[src/rtl/safety_pkg.sv]
// Purpose: shared constants and types for the safety io mode supervisor
// Assumes: 200 MHz core clock
// Notes: none
// Functional notes
// - every safety input and output is carried on two redundant channels
// - emergency stop halts motion, stops program, removes power, category 1
// - safeguard stop halts motion as category 2, power on, program paused
// - auto reset: motion resumes by itself once safeguard stop releases
// - manual reset: after release stay paused until a reset pulse arrives
// - response to safeguard stop and reduced mode up to 1200ms; overuse flags error
// - reduced mode input asserted limits joint and tool speed
// - reduced mode input released returns to normal limits
// - verification mode allows motion only in enabling middle position
// - verification mode pauses at once when enabling becomes invalid
// - selector position a selects normal mode, enabling ignored, unless the software setting selects verification mode
// - selector position b selects verification mode, enabling gates motion
// - verification mode from software setting or selector, either suffices
// - reset input counts as restart only with manual reset configured
// - eight dual-channel status outputs are provided
// - estop normally closed output is always inverse of normally open
// - not stopping output holds from stop request until motion ceases
// - system stop input acts exactly like emergency stop, category 1
// - moving output asserted only while moving normally
`default_nettype none
package safety_pkg;
  localparam int unsigned clk_mhz = 200;
  localparam int unsigned response_ms = 1200;
  localparam int unsigned response_cycles = response_ms * 1000 * clk_mhz;
  localparam int unsigned disagree_ms = 50;
  localparam int unsigned disagree_cycles = disagree_ms * 1000 * clk_mhz;
  localparam int unsigned trigger_limit = 8;
  localparam int unsigned num_inputs = 8;
  typedef enum logic [2:0] {
    st_idle     = 3'b000,
    st_run      = 3'b001,
    st_decel    = 3'b010,
    st_paused   = 3'b011,
    st_estopped = 3'b100
  } motion_state_t;
  typedef enum logic [1:0] {
    stop_none = 2'b00,
    stop_cat1 = 2'b01,
    stop_cat2 = 2'b10
  } stop_cat_t;
endpackage
`default_nettype wire

[src/rtl/dual_channel_check.sv]
// Purpose: merge two redundant input channels, flag lasting disagreement
// Assumes: inputs synchronous to core_clk, active high
// Notes: disagreement reads as asserted, the safe side
`timescale 1ns/1ps
`default_nettype none
module dual_channel_check #(
  parameter int unsigned width = 8,
  parameter int unsigned limit = 100
) (
  // clock and reset
  input wire logic core_clk,
  input wire logic resetn,
  // channels
  input wire logic [width-1:0] chan_a,
  input wire logic [width-1:0] chan_b,
  // merged
  output logic [width-1:0] merged,
  output logic fault
);
  initial begin
    if (width < 1 || limit < 1) begin
      $error("dual_channel_check: bad parameters");
    end
  end
  typedef struct packed {
    logic [31:0] cnt;
    logic [width-1:0] merged;
    logic fault;
  } state_t;
  state_t state_reg;
  state_t state_next;
  always_comb begin
    state_next = state_reg;
    state_next.merged = chan_a | chan_b;
    if (chan_a != chan_b) begin
      // short skew between contacts is normal, so only a lasting split is a fault
      if (state_reg.cnt < limit) begin
        state_next.cnt = state_reg.cnt + 32'h1;
      end else begin
        state_next.fault = 1'b1;
      end
    end else begin
      state_next.cnt = 32'h0;
    end
  end
  always_ff @(posedge core_clk or negedge resetn) begin
    if (!resetn) begin
      state_reg <= '0;
    end else begin
      state_reg <= state_next;
    end
  end
  assign merged = state_reg.merged;
  assign fault = state_reg.fault;
endmodule
`default_nettype wire

[src/rtl/safety_io_mode_supervisor.sv]
// Purpose: safety input supervisor deciding stop, mode and status outputs
// Assumes: all inputs synchronous to core_clk, active high
// Notes: fault latches until reset; long counts are parameters
`timescale 1ns/1ps
`default_nettype none
module safety_io_mode_supervisor #(
  parameter int unsigned response_cycles = safety_pkg::response_cycles,
  parameter int unsigned disagree_cycles = safety_pkg::disagree_cycles,
  parameter int unsigned trigger_limit = safety_pkg::trigger_limit
) (
  // clock and reset
  input wire logic core_clk,
  input wire logic resetn,
  // safety inputs, two channels each
  input wire logic estop_in_a,
  input wire logic estop_in_b,
  input wire logic safeguard_stop_in_a,
  input wire logic safeguard_stop_in_b,
  input wire logic reduced_mode_in_a,
  input wire logic reduced_mode_in_b,
  input wire logic safeguard_reset_in_a,
  input wire logic safeguard_reset_in_b,
  input wire logic enabling_device_in_a,
  input wire logic enabling_device_in_b,
  input wire logic op_mode_sel_in_a,
  input wire logic op_mode_sel_in_b,
  input wire logic force_ctrl_en_in_a,
  input wire logic force_ctrl_en_in_b,
  input wire logic system_stop_in_a,
  input wire logic system_stop_in_b,
  // configuration and controller side
  input wire logic manual_reset_cfg,
  input wire logic verify_mode_cfg,
  input wire logic run_request,
  input wire logic motion_stopped,
  input wire logic software_running,
  // motion control
  output logic motion_permit,
  output logic program_paused,
  output logic program_stopped,
  output logic robot_power_on,
  output logic speed_limit_reduced,
  output logic verify_mode,
  output logic force_ctrl_en,
  output logic [1:0] stop_category,
  // status outputs, two channels each
  output logic estop_no_out_a,
  output logic estop_no_out_b,
  output logic moving_out_a,
  output logic moving_out_b,
  output logic not_stopping_out_a,
  output logic not_stopping_out_b,
  output logic reduced_out_a,
  output logic reduced_out_b,
  output logic non_reduced_out_a,
  output logic non_reduced_out_b,
  output logic sys_error_out_a,
  output logic sys_error_out_b,
  output logic estop_nc_out_a,
  output logic estop_nc_out_b,
  output logic running_out_a,
  output logic running_out_b
);
  initial begin
    // trigger count register is eight bits wide
    if (response_cycles < 1 || disagree_cycles < 1 || trigger_limit < 1
      || trigger_limit > 32'hff) begin
      $error("safety_io_mode_supervisor: bad parameters");
    end
  end

  logic [7:0] in_a;
  logic [7:0] in_b;
  logic [7:0] in_m;
  logic chan_fault;
  // merge of both channels
  assign in_a = {system_stop_in_a, force_ctrl_en_in_a, op_mode_sel_in_a,
    enabling_device_in_a, safeguard_reset_in_a, reduced_mode_in_a,
    safeguard_stop_in_a, estop_in_a};
  assign in_b = {system_stop_in_b, force_ctrl_en_in_b, op_mode_sel_in_b,
    enabling_device_in_b, safeguard_reset_in_b, reduced_mode_in_b,
    safeguard_stop_in_b, estop_in_b};

  dual_channel_check #(
    .width(safety_pkg::num_inputs),
    .limit(disagree_cycles)
  ) dual_channel_check_i (
    .core_clk(core_clk),
    .resetn(resetn),
    .chan_a(in_a),
    .chan_b(in_b),
    .merged(in_m),
    .fault(chan_fault)
  );

  logic estop;
  logic sg_stop;
  logic reduced_in;
  logic reset_in;
  logic enable_ok;
  logic sel_b;
  assign estop = in_m[0] | in_m[7];
  assign sg_stop = in_m[1];
  assign reduced_in = in_m[2];
  assign reset_in = in_m[3];
  assign enable_ok = in_m[4];
  assign sel_b = in_m[5];

  typedef struct packed {
    safety_pkg::motion_state_t mst;
    logic reset_prev;
    logic reset_armed;
    logic sg_prev;
    logic red_prev;
    logic reduced;
    logic [31:0] win_cnt;
    logic [7:0] trig_cnt;
    logic trig_fault;
    logic [1:0] cat;
    logic power;
    logic prog_stop;
    logic moving;
    logic not_stopping;
    logic verify;
    logic force_en;
  } state_t;
  state_t s_reg;
  state_t s_next;

  logic verify_now;
  logic gate_ok;
  logic reset_pulse;
  assign verify_now = verify_mode_cfg | sel_b;
  // selector at a with verify_mode_cfg low leaves enabling out of the gate
  assign gate_ok = !verify_now || enable_ok;
  assign reset_pulse = reset_in && !s_reg.reset_prev;

  always_comb begin
    s_next = s_reg;
    s_next.reset_prev = reset_in;
    s_next.sg_prev = sg_stop;
    s_next.red_prev = reduced_in;
    s_next.verify = verify_now;
    s_next.force_en = in_m[6];
    s_next.reduced = reduced_in;
    // frequent triggering within one response window is flagged
    if (s_reg.win_cnt >= response_cycles - 1) begin
      s_next.win_cnt = 32'h0;
      s_next.trig_cnt = 8'h0;
    end else begin
      s_next.win_cnt = s_reg.win_cnt + 32'h1;
    end
    if ((sg_stop && !s_reg.sg_prev) || (reduced_in != s_reg.red_prev)) begin
      if ({24'h0, s_reg.trig_cnt} >= trigger_limit) begin
        s_next.trig_fault = 1'b1;
      end else begin
        s_next.trig_cnt = s_reg.trig_cnt + 8'h1;
      end
    end
    unique case (s_reg.mst)
      safety_pkg::st_idle: begin
        if (estop) begin
          s_next.mst = safety_pkg::st_estopped;
        end else if (run_request && gate_ok && !sg_stop) begin
          s_next.mst = safety_pkg::st_run;
        end
      end
      safety_pkg::st_run: begin
        // no wait for the move to finish
        if (estop || sg_stop || !gate_ok) begin
          s_next.mst = safety_pkg::st_decel;
        end else if (!run_request) begin
          s_next.mst = safety_pkg::st_idle;
        end
      end
      safety_pkg::st_decel: begin
        if (motion_stopped) begin
          s_next.mst = estop ? safety_pkg::st_estopped : safety_pkg::st_paused;
        end
      end
      safety_pkg::st_paused: begin
        if (estop) begin
          s_next.mst = safety_pkg::st_estopped;
        end else if (!sg_stop && gate_ok) begin
          // reset only matters in manual mode
          if (!manual_reset_cfg) begin
            s_next.mst = safety_pkg::st_run;
          end else if (s_reg.reset_armed || reset_pulse) begin
            s_next.mst = safety_pkg::st_run;
          end
        end
      end
      safety_pkg::st_estopped: begin
        if (!estop && !run_request) begin
          s_next.mst = safety_pkg::st_idle;
        end
      end
      default: s_next.mst = safety_pkg::st_estopped;
    endcase
    // a reset pressed while still stopped is not kept; press after clearing
    s_next.reset_armed = manual_reset_cfg && !sg_stop && s_reg.mst == safety_pkg::st_paused
      && (s_reg.reset_armed || reset_pulse) && !gate_ok;
    if (estop) begin
      s_next.cat = safety_pkg::stop_cat1;
      s_next.power = 1'b0;
      s_next.prog_stop = 1'b1;
    end else if (sg_stop || s_next.mst == safety_pkg::st_paused) begin
      s_next.cat = safety_pkg::stop_cat2;
      s_next.power = 1'b1;
      s_next.prog_stop = s_reg.prog_stop && s_next.mst != safety_pkg::st_run;
    end else begin
      s_next.cat = safety_pkg::stop_none;
      s_next.power = 1'b1;
      s_next.prog_stop = s_reg.prog_stop && s_next.mst != safety_pkg::st_run;
    end
    s_next.moving = s_next.mst == safety_pkg::st_run;
    s_next.not_stopping = s_next.mst == safety_pkg::st_decel;
  end

  always_ff @(posedge core_clk or negedge resetn) begin
    if (!resetn) begin
      s_reg <= '{mst: safety_pkg::st_idle, power: 1'b1, prog_stop: 1'b1, default: '0};
    end else begin
      s_reg <= s_next;
    end
  end

  logic stopping_prog_pause;
  assign stopping_prog_pause = s_reg.mst == safety_pkg::st_paused
    || (s_reg.mst == safety_pkg::st_decel && s_reg.cat == safety_pkg::stop_cat2);
  assign motion_permit = s_reg.moving;
  assign program_paused = stopping_prog_pause;
  assign program_stopped = s_reg.prog_stop;
  assign robot_power_on = s_reg.power;
  assign speed_limit_reduced = s_reg.reduced;
  assign verify_mode = s_reg.verify;
  assign force_ctrl_en = s_reg.force_en;
  assign stop_category = s_reg.cat;
  // both channels driven alike
  assign estop_no_out_a = s_reg.cat == safety_pkg::stop_cat1;
  assign estop_no_out_b = s_reg.cat == safety_pkg::stop_cat1;
  assign estop_nc_out_a = !estop_no_out_a;
  assign estop_nc_out_b = !estop_no_out_b;
  assign moving_out_a = s_reg.moving;
  assign moving_out_b = s_reg.moving;
  assign not_stopping_out_a = s_reg.not_stopping;
  assign not_stopping_out_b = s_reg.not_stopping;
  assign reduced_out_a = s_reg.reduced;
  assign reduced_out_b = s_reg.reduced;
  assign non_reduced_out_a = !s_reg.reduced;
  assign non_reduced_out_b = !s_reg.reduced;
  assign sys_error_out_a = chan_fault | s_reg.trig_fault;
  assign sys_error_out_b = chan_fault | s_reg.trig_fault;
  assign running_out_a = software_running;
  assign running_out_b = software_running;
endmodule
`default_nettype wire

[config.mk]
export PLATFORM = sky130hd
export DESIGN_NAME = safety_io_mode_supervisor
export DESIGN_NICKNAME = d
export VERILOG_FILES = /design/src/rtl/safety_pkg.sv /design/src/rtl/dual_channel_check.sv /design/src/rtl/safety_io_mode_supervisor.sv
export SDC_FILE = /design/constraint.sdc
export NUM_CORES = 1
export LEC_CHECK = 0
export BUFFER_PORTS_ARGS = -buffer_cell sky130_fd_sc_hd__buf_4
export CAP_MARGIN = 20
export CORE_ASPECT_RATIO = 2
export CORE_MARGIN = 4
export CORE_UTILIZATION = 41
export DETAILED_ROUTE_END_ITERATION = 12
export SYNTH_ARGS = -nofsm -noshare
export SYNTH_HDL_FRONTEND = slang
export SYNTH_SLANG_ARGS = --single-unit
[constraint.sdc]
create_clock -name core_clk -period 3.86 [get_ports core_clk]
set_clock_uncertainty 0.2 [all_clocks]
set_input_delay 0.386 -clock core_clk [delete_from_list [all_inputs] [get_ports core_clk]]
set_output_delay 0.386 -clock core_clk [all_outputs]
set_load 0.03 [all_outputs]
=== After elaboration in Yosys (flattened, before gate mapping) ===
Cells that the tools add are included.
Widths: inputs -> output; s select.

* Register bits: 97
* Output and inout port bits: 25
* Input bits: 23

* Equality and inequality tests: 13
* Order comparisons: 3
* Reduce and logical (&&, ||, !) cells: 31
* Muxes and demuxes: 21
* $add $sub $neg: 3
* Bitwise operators: 5

{| class="wikitable"
|+ Operator list
! cell !! number
|-
| $mux 32 || 3
|-
| $add 32x1->32 const B || 2
|-
| $mux 3 || 11
|-
| $ge 32x28->1 const B || 1
|-
| $lt 32x24->1 const B || 1
|-
| $mux 8 || 2
|-
| $pmux 3 s5 || 1
|-
| $eq 3x2->1 const B || 4
|-
| $logic_and 1x1->1 || 12
|-
| $logic_not 1->1 || 9
|-
| $mux 9 || 1
|-
| $add 8x1->8 const B || 1
|-
| $ge 8x4->1 const B || 1
|-
| $mux 4 || 2
|-
| $ne 8x8->1 || 1
|-
| $or 8x8->8 || 1
|-
| $logic_or 1x1->1 || 7
|-
| $eq 3x1->1 const B || 2
|-
| $reduce_and 2->1 || 2
|-
| $eq 3x3->1 const B || 1
|-
| $logic_not 3->1 || 1
|-
| $ne 3x1->1 const B || 1
|-
| $or 1x1->1 || 3
|-
| $eq 2x1->1 const B || 1
|-
| other kinds (5) || 5
|}

=== Depth between registers and ports, before layout ===
* Depth after elaboration: 12
* Gate-level depth with buffers: 8

=== Cells and area by module ===
A second synthesis with hierarchy kept.

* Cell total of the unflattened synthesis: 484
* Area, all modules: 4902.2 um^2

{| class="wikitable"
|+ Modules (own cells, without submodules)
! module !! sequential area each (um^2) !! times used !! cells an instance !! area an instance (um^2)
|-
| safety_io_mode_supervisor || 1403.8 || 1 || 269 || 2792.7
|-
| dual_channel_check || 1026.0 || 1 || 215 || 2109.5
|}

=== Worst setup path after synthesis ===
No wires, ideal clock.

* Path type: input -> register
* Start: input safeguard_stop_in_a
* End: register dual_channel_check_i.state_reg[10] in the netlist's numbering
* Arrival: 1894 ps
* Stages on the path: 7
* Path slack: 1634 ps
* Buffers on the path: 2
* Library setup time: 132 ps
* Required time: 3528 ps
* Cells stage by stage: inv_1 ha_1 nor4_1 and2_0 clkbuf_1 buf_1 nor2_1

* Word-level cells in the longest chain between the ends: 2
* Elaborated cells on any way between the ends: 3
* Those cells by class: eq/ne: 2; mux: 1

{| class="wikitable"
|+ Ends and longest elaborated chain
! what !! line !! source
|-
| from (decl) || safety_io_mode_supervisor.sv:17 || <nowiki>input wire logic safeguard_stop_in_a,</nowiki>
|-
| $ne 8x8->1 (*) || dual_channel_check.sv:35 || <nowiki>if (chan_a != chan_b) begin</nowiki>
|-
| $ne 2x2->1 (no line) / $mux 32 (equally long branches) || n/a ||
|-
| to (signal assigned) || dual_channel_check.sv:50 || <nowiki>state_reg <= state_next;</nowiki>
|-
| to (decl) || dual_channel_check.sv:30 || <nowiki>state_t state_reg;</nowiki>
|}

Mark *: on every way between the ends. The rest lies on a longest branch, timed or not.
A chain may end at the register's enable or synchronous reset.

==> flow_summary.yaml <==
drt:
  routed_wirelength_microns: 9090
  drc_errors: 0
  viasPerCell: 5.22
  drt_iter0_drc: 153
  dr_total_vias: 3442
  wl_per_cell_microns: 13.8
  final_antenna_net_count: 0
  drtPass1Iterations: 4
cts:
  clk_latency_ns: 0.34
  cts_buffers: 9
  cts_resized: 0
  htree_levels: 3
  cts.path.max_buffers: 2
  cts_sinks: 97
  clk_pin_slew_ns: 0.07
  clockRootBuffer: "clkbuf_16"
  cts_tree: "done"
synth:
  ys.flop_type: "dfrtp_1"
  yosysSeqAreaShare_pct: 51.9
  synth-async-reset-ratio_pct: 100
  synthTopCellsByArea: "dfrtp_1 (51%), xnor2_1 (4.9%), nor2_1 (4.6%), inv_1 (3.9%), ha_1 (3.2%)"
  synth_area_sq_mm: 0.00468
  ys_ff_latch: 97
  yosysTopAreaCell: "dfrtp_1"
  synth_common_cells: "dfrtp_1 (95), nor2_1 (58), inv_1 (49), nand2_1 (26), xnor2_1 (26)"
  yosys.area.top_type_share_pct: 50.7
  synth_cell_type_count: 54
  synth_most_common_cell: "dfrtp_1"
  yosys_warnings: 0
  synth_edf_count: 0
  syn_avg_cell_area_sq_um: 9.78
  syn-instance-count: 479
grt:
  overflow: 0
  grt_use_total_pct: 14.4
  first_global_vias: 3487
  antenna_found_initial: 0
  grt_max_degree: 58
  grt_pass1_wl_microns: 15800
floorplan:
  std_cell_rows: 55
  die_h_microns: 159
  dieArea_sq_mm: 0.0133
  die_w_microns: 83.6
  initial_core_util_pct: 41.5
  boundaryPins: 48
  core-area_sq_mm: 0.0113
power_and_ir_drop:
  ir_worst_vdd_uv: 383
  leakagePower_nw: 2.36
  power_density_mw_per_mm2: 443
  report.power.total_w: 0.00238
final_layout:
  multi_input_area_sq_mm: 0.00191
  areaGrowthSynthToFinish_pct: 14.7
  largest_reg_flops: 47
  num-fill-cells: 1082
  antennaDiodeCount: 0
  nets: 548
  register_area_sq_mm: 0.00243
  final_core_util_pct: 47.6
  drive_above_1_share_pct: 15.3
timing:
  finalSetupViolations: 0
  tns_ns: 0
  final-max-slew-violation-count: 0
  fin_crit_ns: 2.71
  rsz0062_at_grt: "false"
  timing.slew.headroom_pct: 32.9
  layout_setup_ws_ns: 1.15
  period_share_pct: 70.3
  fmax_mhz: 368
  tightest_slew_ns: 1.01
  hold_violations: 0
worst_setup_path:
  worstPathMaxFanout: 21
  critPathArrivalTime_ns: 2.74
  slowest_delay_ns: 0.59
  required_ns: 3.89
  worstPathBufferInverterCount: 1
  crit_family: "compound AO/OA/AOI/OAI gates"
  crit_chain: "ha_1 -> nand3_1 -> o21ai_0 -> a21o_1 -> buf_4 -> nor2_1"
  crit_path_end_kind: "flop"
  critPathSlowestCell: "a21o_1"
  crit_path_start_kind: "flop"
  crit_type: "flop to flop"
placed_design:
  portBuffers: 44
  dp_slack_ns: 1.07
  hpwlAfterDp_microns: 6560
  place.gp.congestion: 0.802
run_status:
  status: "finished clean"
hold_path:
  min_path_type: "primary input to flop"
run:
  drv_cap: 0
-- layer usage --
metal	vias to the layer above	part of all wire (%)	track usage [%]
li1	1689	-	-
met1	1683	39	15.7
met2	51	56	26.6
met3	19	2.4	2.59
met4	0	2.9	6.22
met5	-	0	0
-- worst paths after layout --
check	start	end	slack, ns	cells after the start
min in group asynchronous	resetn	dual_channel_check_i.state_reg[27]$_DFFE_PN0N_	0.46	2
max in group asynchronous	resetn	program_stopped$_DFF_PN1_	2.19	3
setup / recovery	s_reg[17]$_DFF_PN0_	s_reg[40]$_DFF_PN0_	1.15	6
hold reg to reg	dual_channel_check_i.merged[6]$_DFF_PN0_	force_ctrl_en$_DFF_PN0_	0.17	0
setup reg to reg	s_reg[17]$_DFF_PN0_	s_reg[40]$_DFF_PN0_	1.15	6
hold / removal	verify_mode_cfg	verify_mode$_DFF_PN0_	0.04	2
-- power breakdown --
| part | internal, W | switching, W |
|---|---|---|
| clock network | 0.000457 | 0.000415 |
| logic | 0.000131 | 0.000177 |
| registers | 0.00111 | 0.0000957 |
| total | 0.00169 | 0.000688 |
-- what timing repair did --
item / 4_1_cts / 5_1_grt
hold endpoints to repair: 55 / 0
hold buffers: 1 / 0
buffers inserted: 0 / 0
-- through the flow --
step | hold WS [ns] | std cells | area (sq um)
4_1_cts | 0.0316 | 660 | 5370
3_5_place_dp | 0.160 | 643 | 5060
5_1_grt | 0.0493 | 660 | 5370
3_3_place_gp | 0.135 | 643 | 5060
2_1_floorplan | -0.110 | 482 | 4700
6_report | 0.0445 | 660 | 5370
-- placed cells by master (no fill, tap or decap), types with 4 or more instances in the layout --
master,instances
a41o_1,5
nor3_1,13
ha_1,12
and2_1,12
or3_1,5
nand2b_1,7
nor4_1,13
o21ai_0,14
and4_1,7
nand2_1,26
conb_1,4
a31o_2,4
xor2_1,5
dfrtp_1,95
a31oi_1,7
a21oi_1,16
inv_1,49
nand3_1,16
nor2_1,58
buf_4,48
clkbuf_16,9
a21o_1,5
and3_1,6
xnor2_1,26
nand4_1,10
-- cell type report --
cell class / instances / share of cell area, %
Clock inverter: 7 / 1.37
Sequential cell: 97 / 45.2
Tap cell: 142 / 3.31
Clock buffer: 9 / 4.19
Multi-Input combinational cell: 307 / 35.6
Inverter: 49 / 3.42
Timing Repair Buffer: 49 / 6.89
-- kinds of logic (layout without fill, tap and decap cells) --
group                      after synthesis  count (layout)  share of synthesized area, %
AOI/OAI and AO/OA                       70              70                          10.3
and+or+nand+nor                        188             188                          20.8
xor gates and xnor gates                31              31                          5.80
DFF                                     97              97                          51.9
adders and majority gates               12              12                          3.21
muxes                                    2               2                         0.427
buffers and inverters                   78             114                          7.53
other                                    1               4                        0.0801
Note: power is estimated with default switching activity, not from simulation.
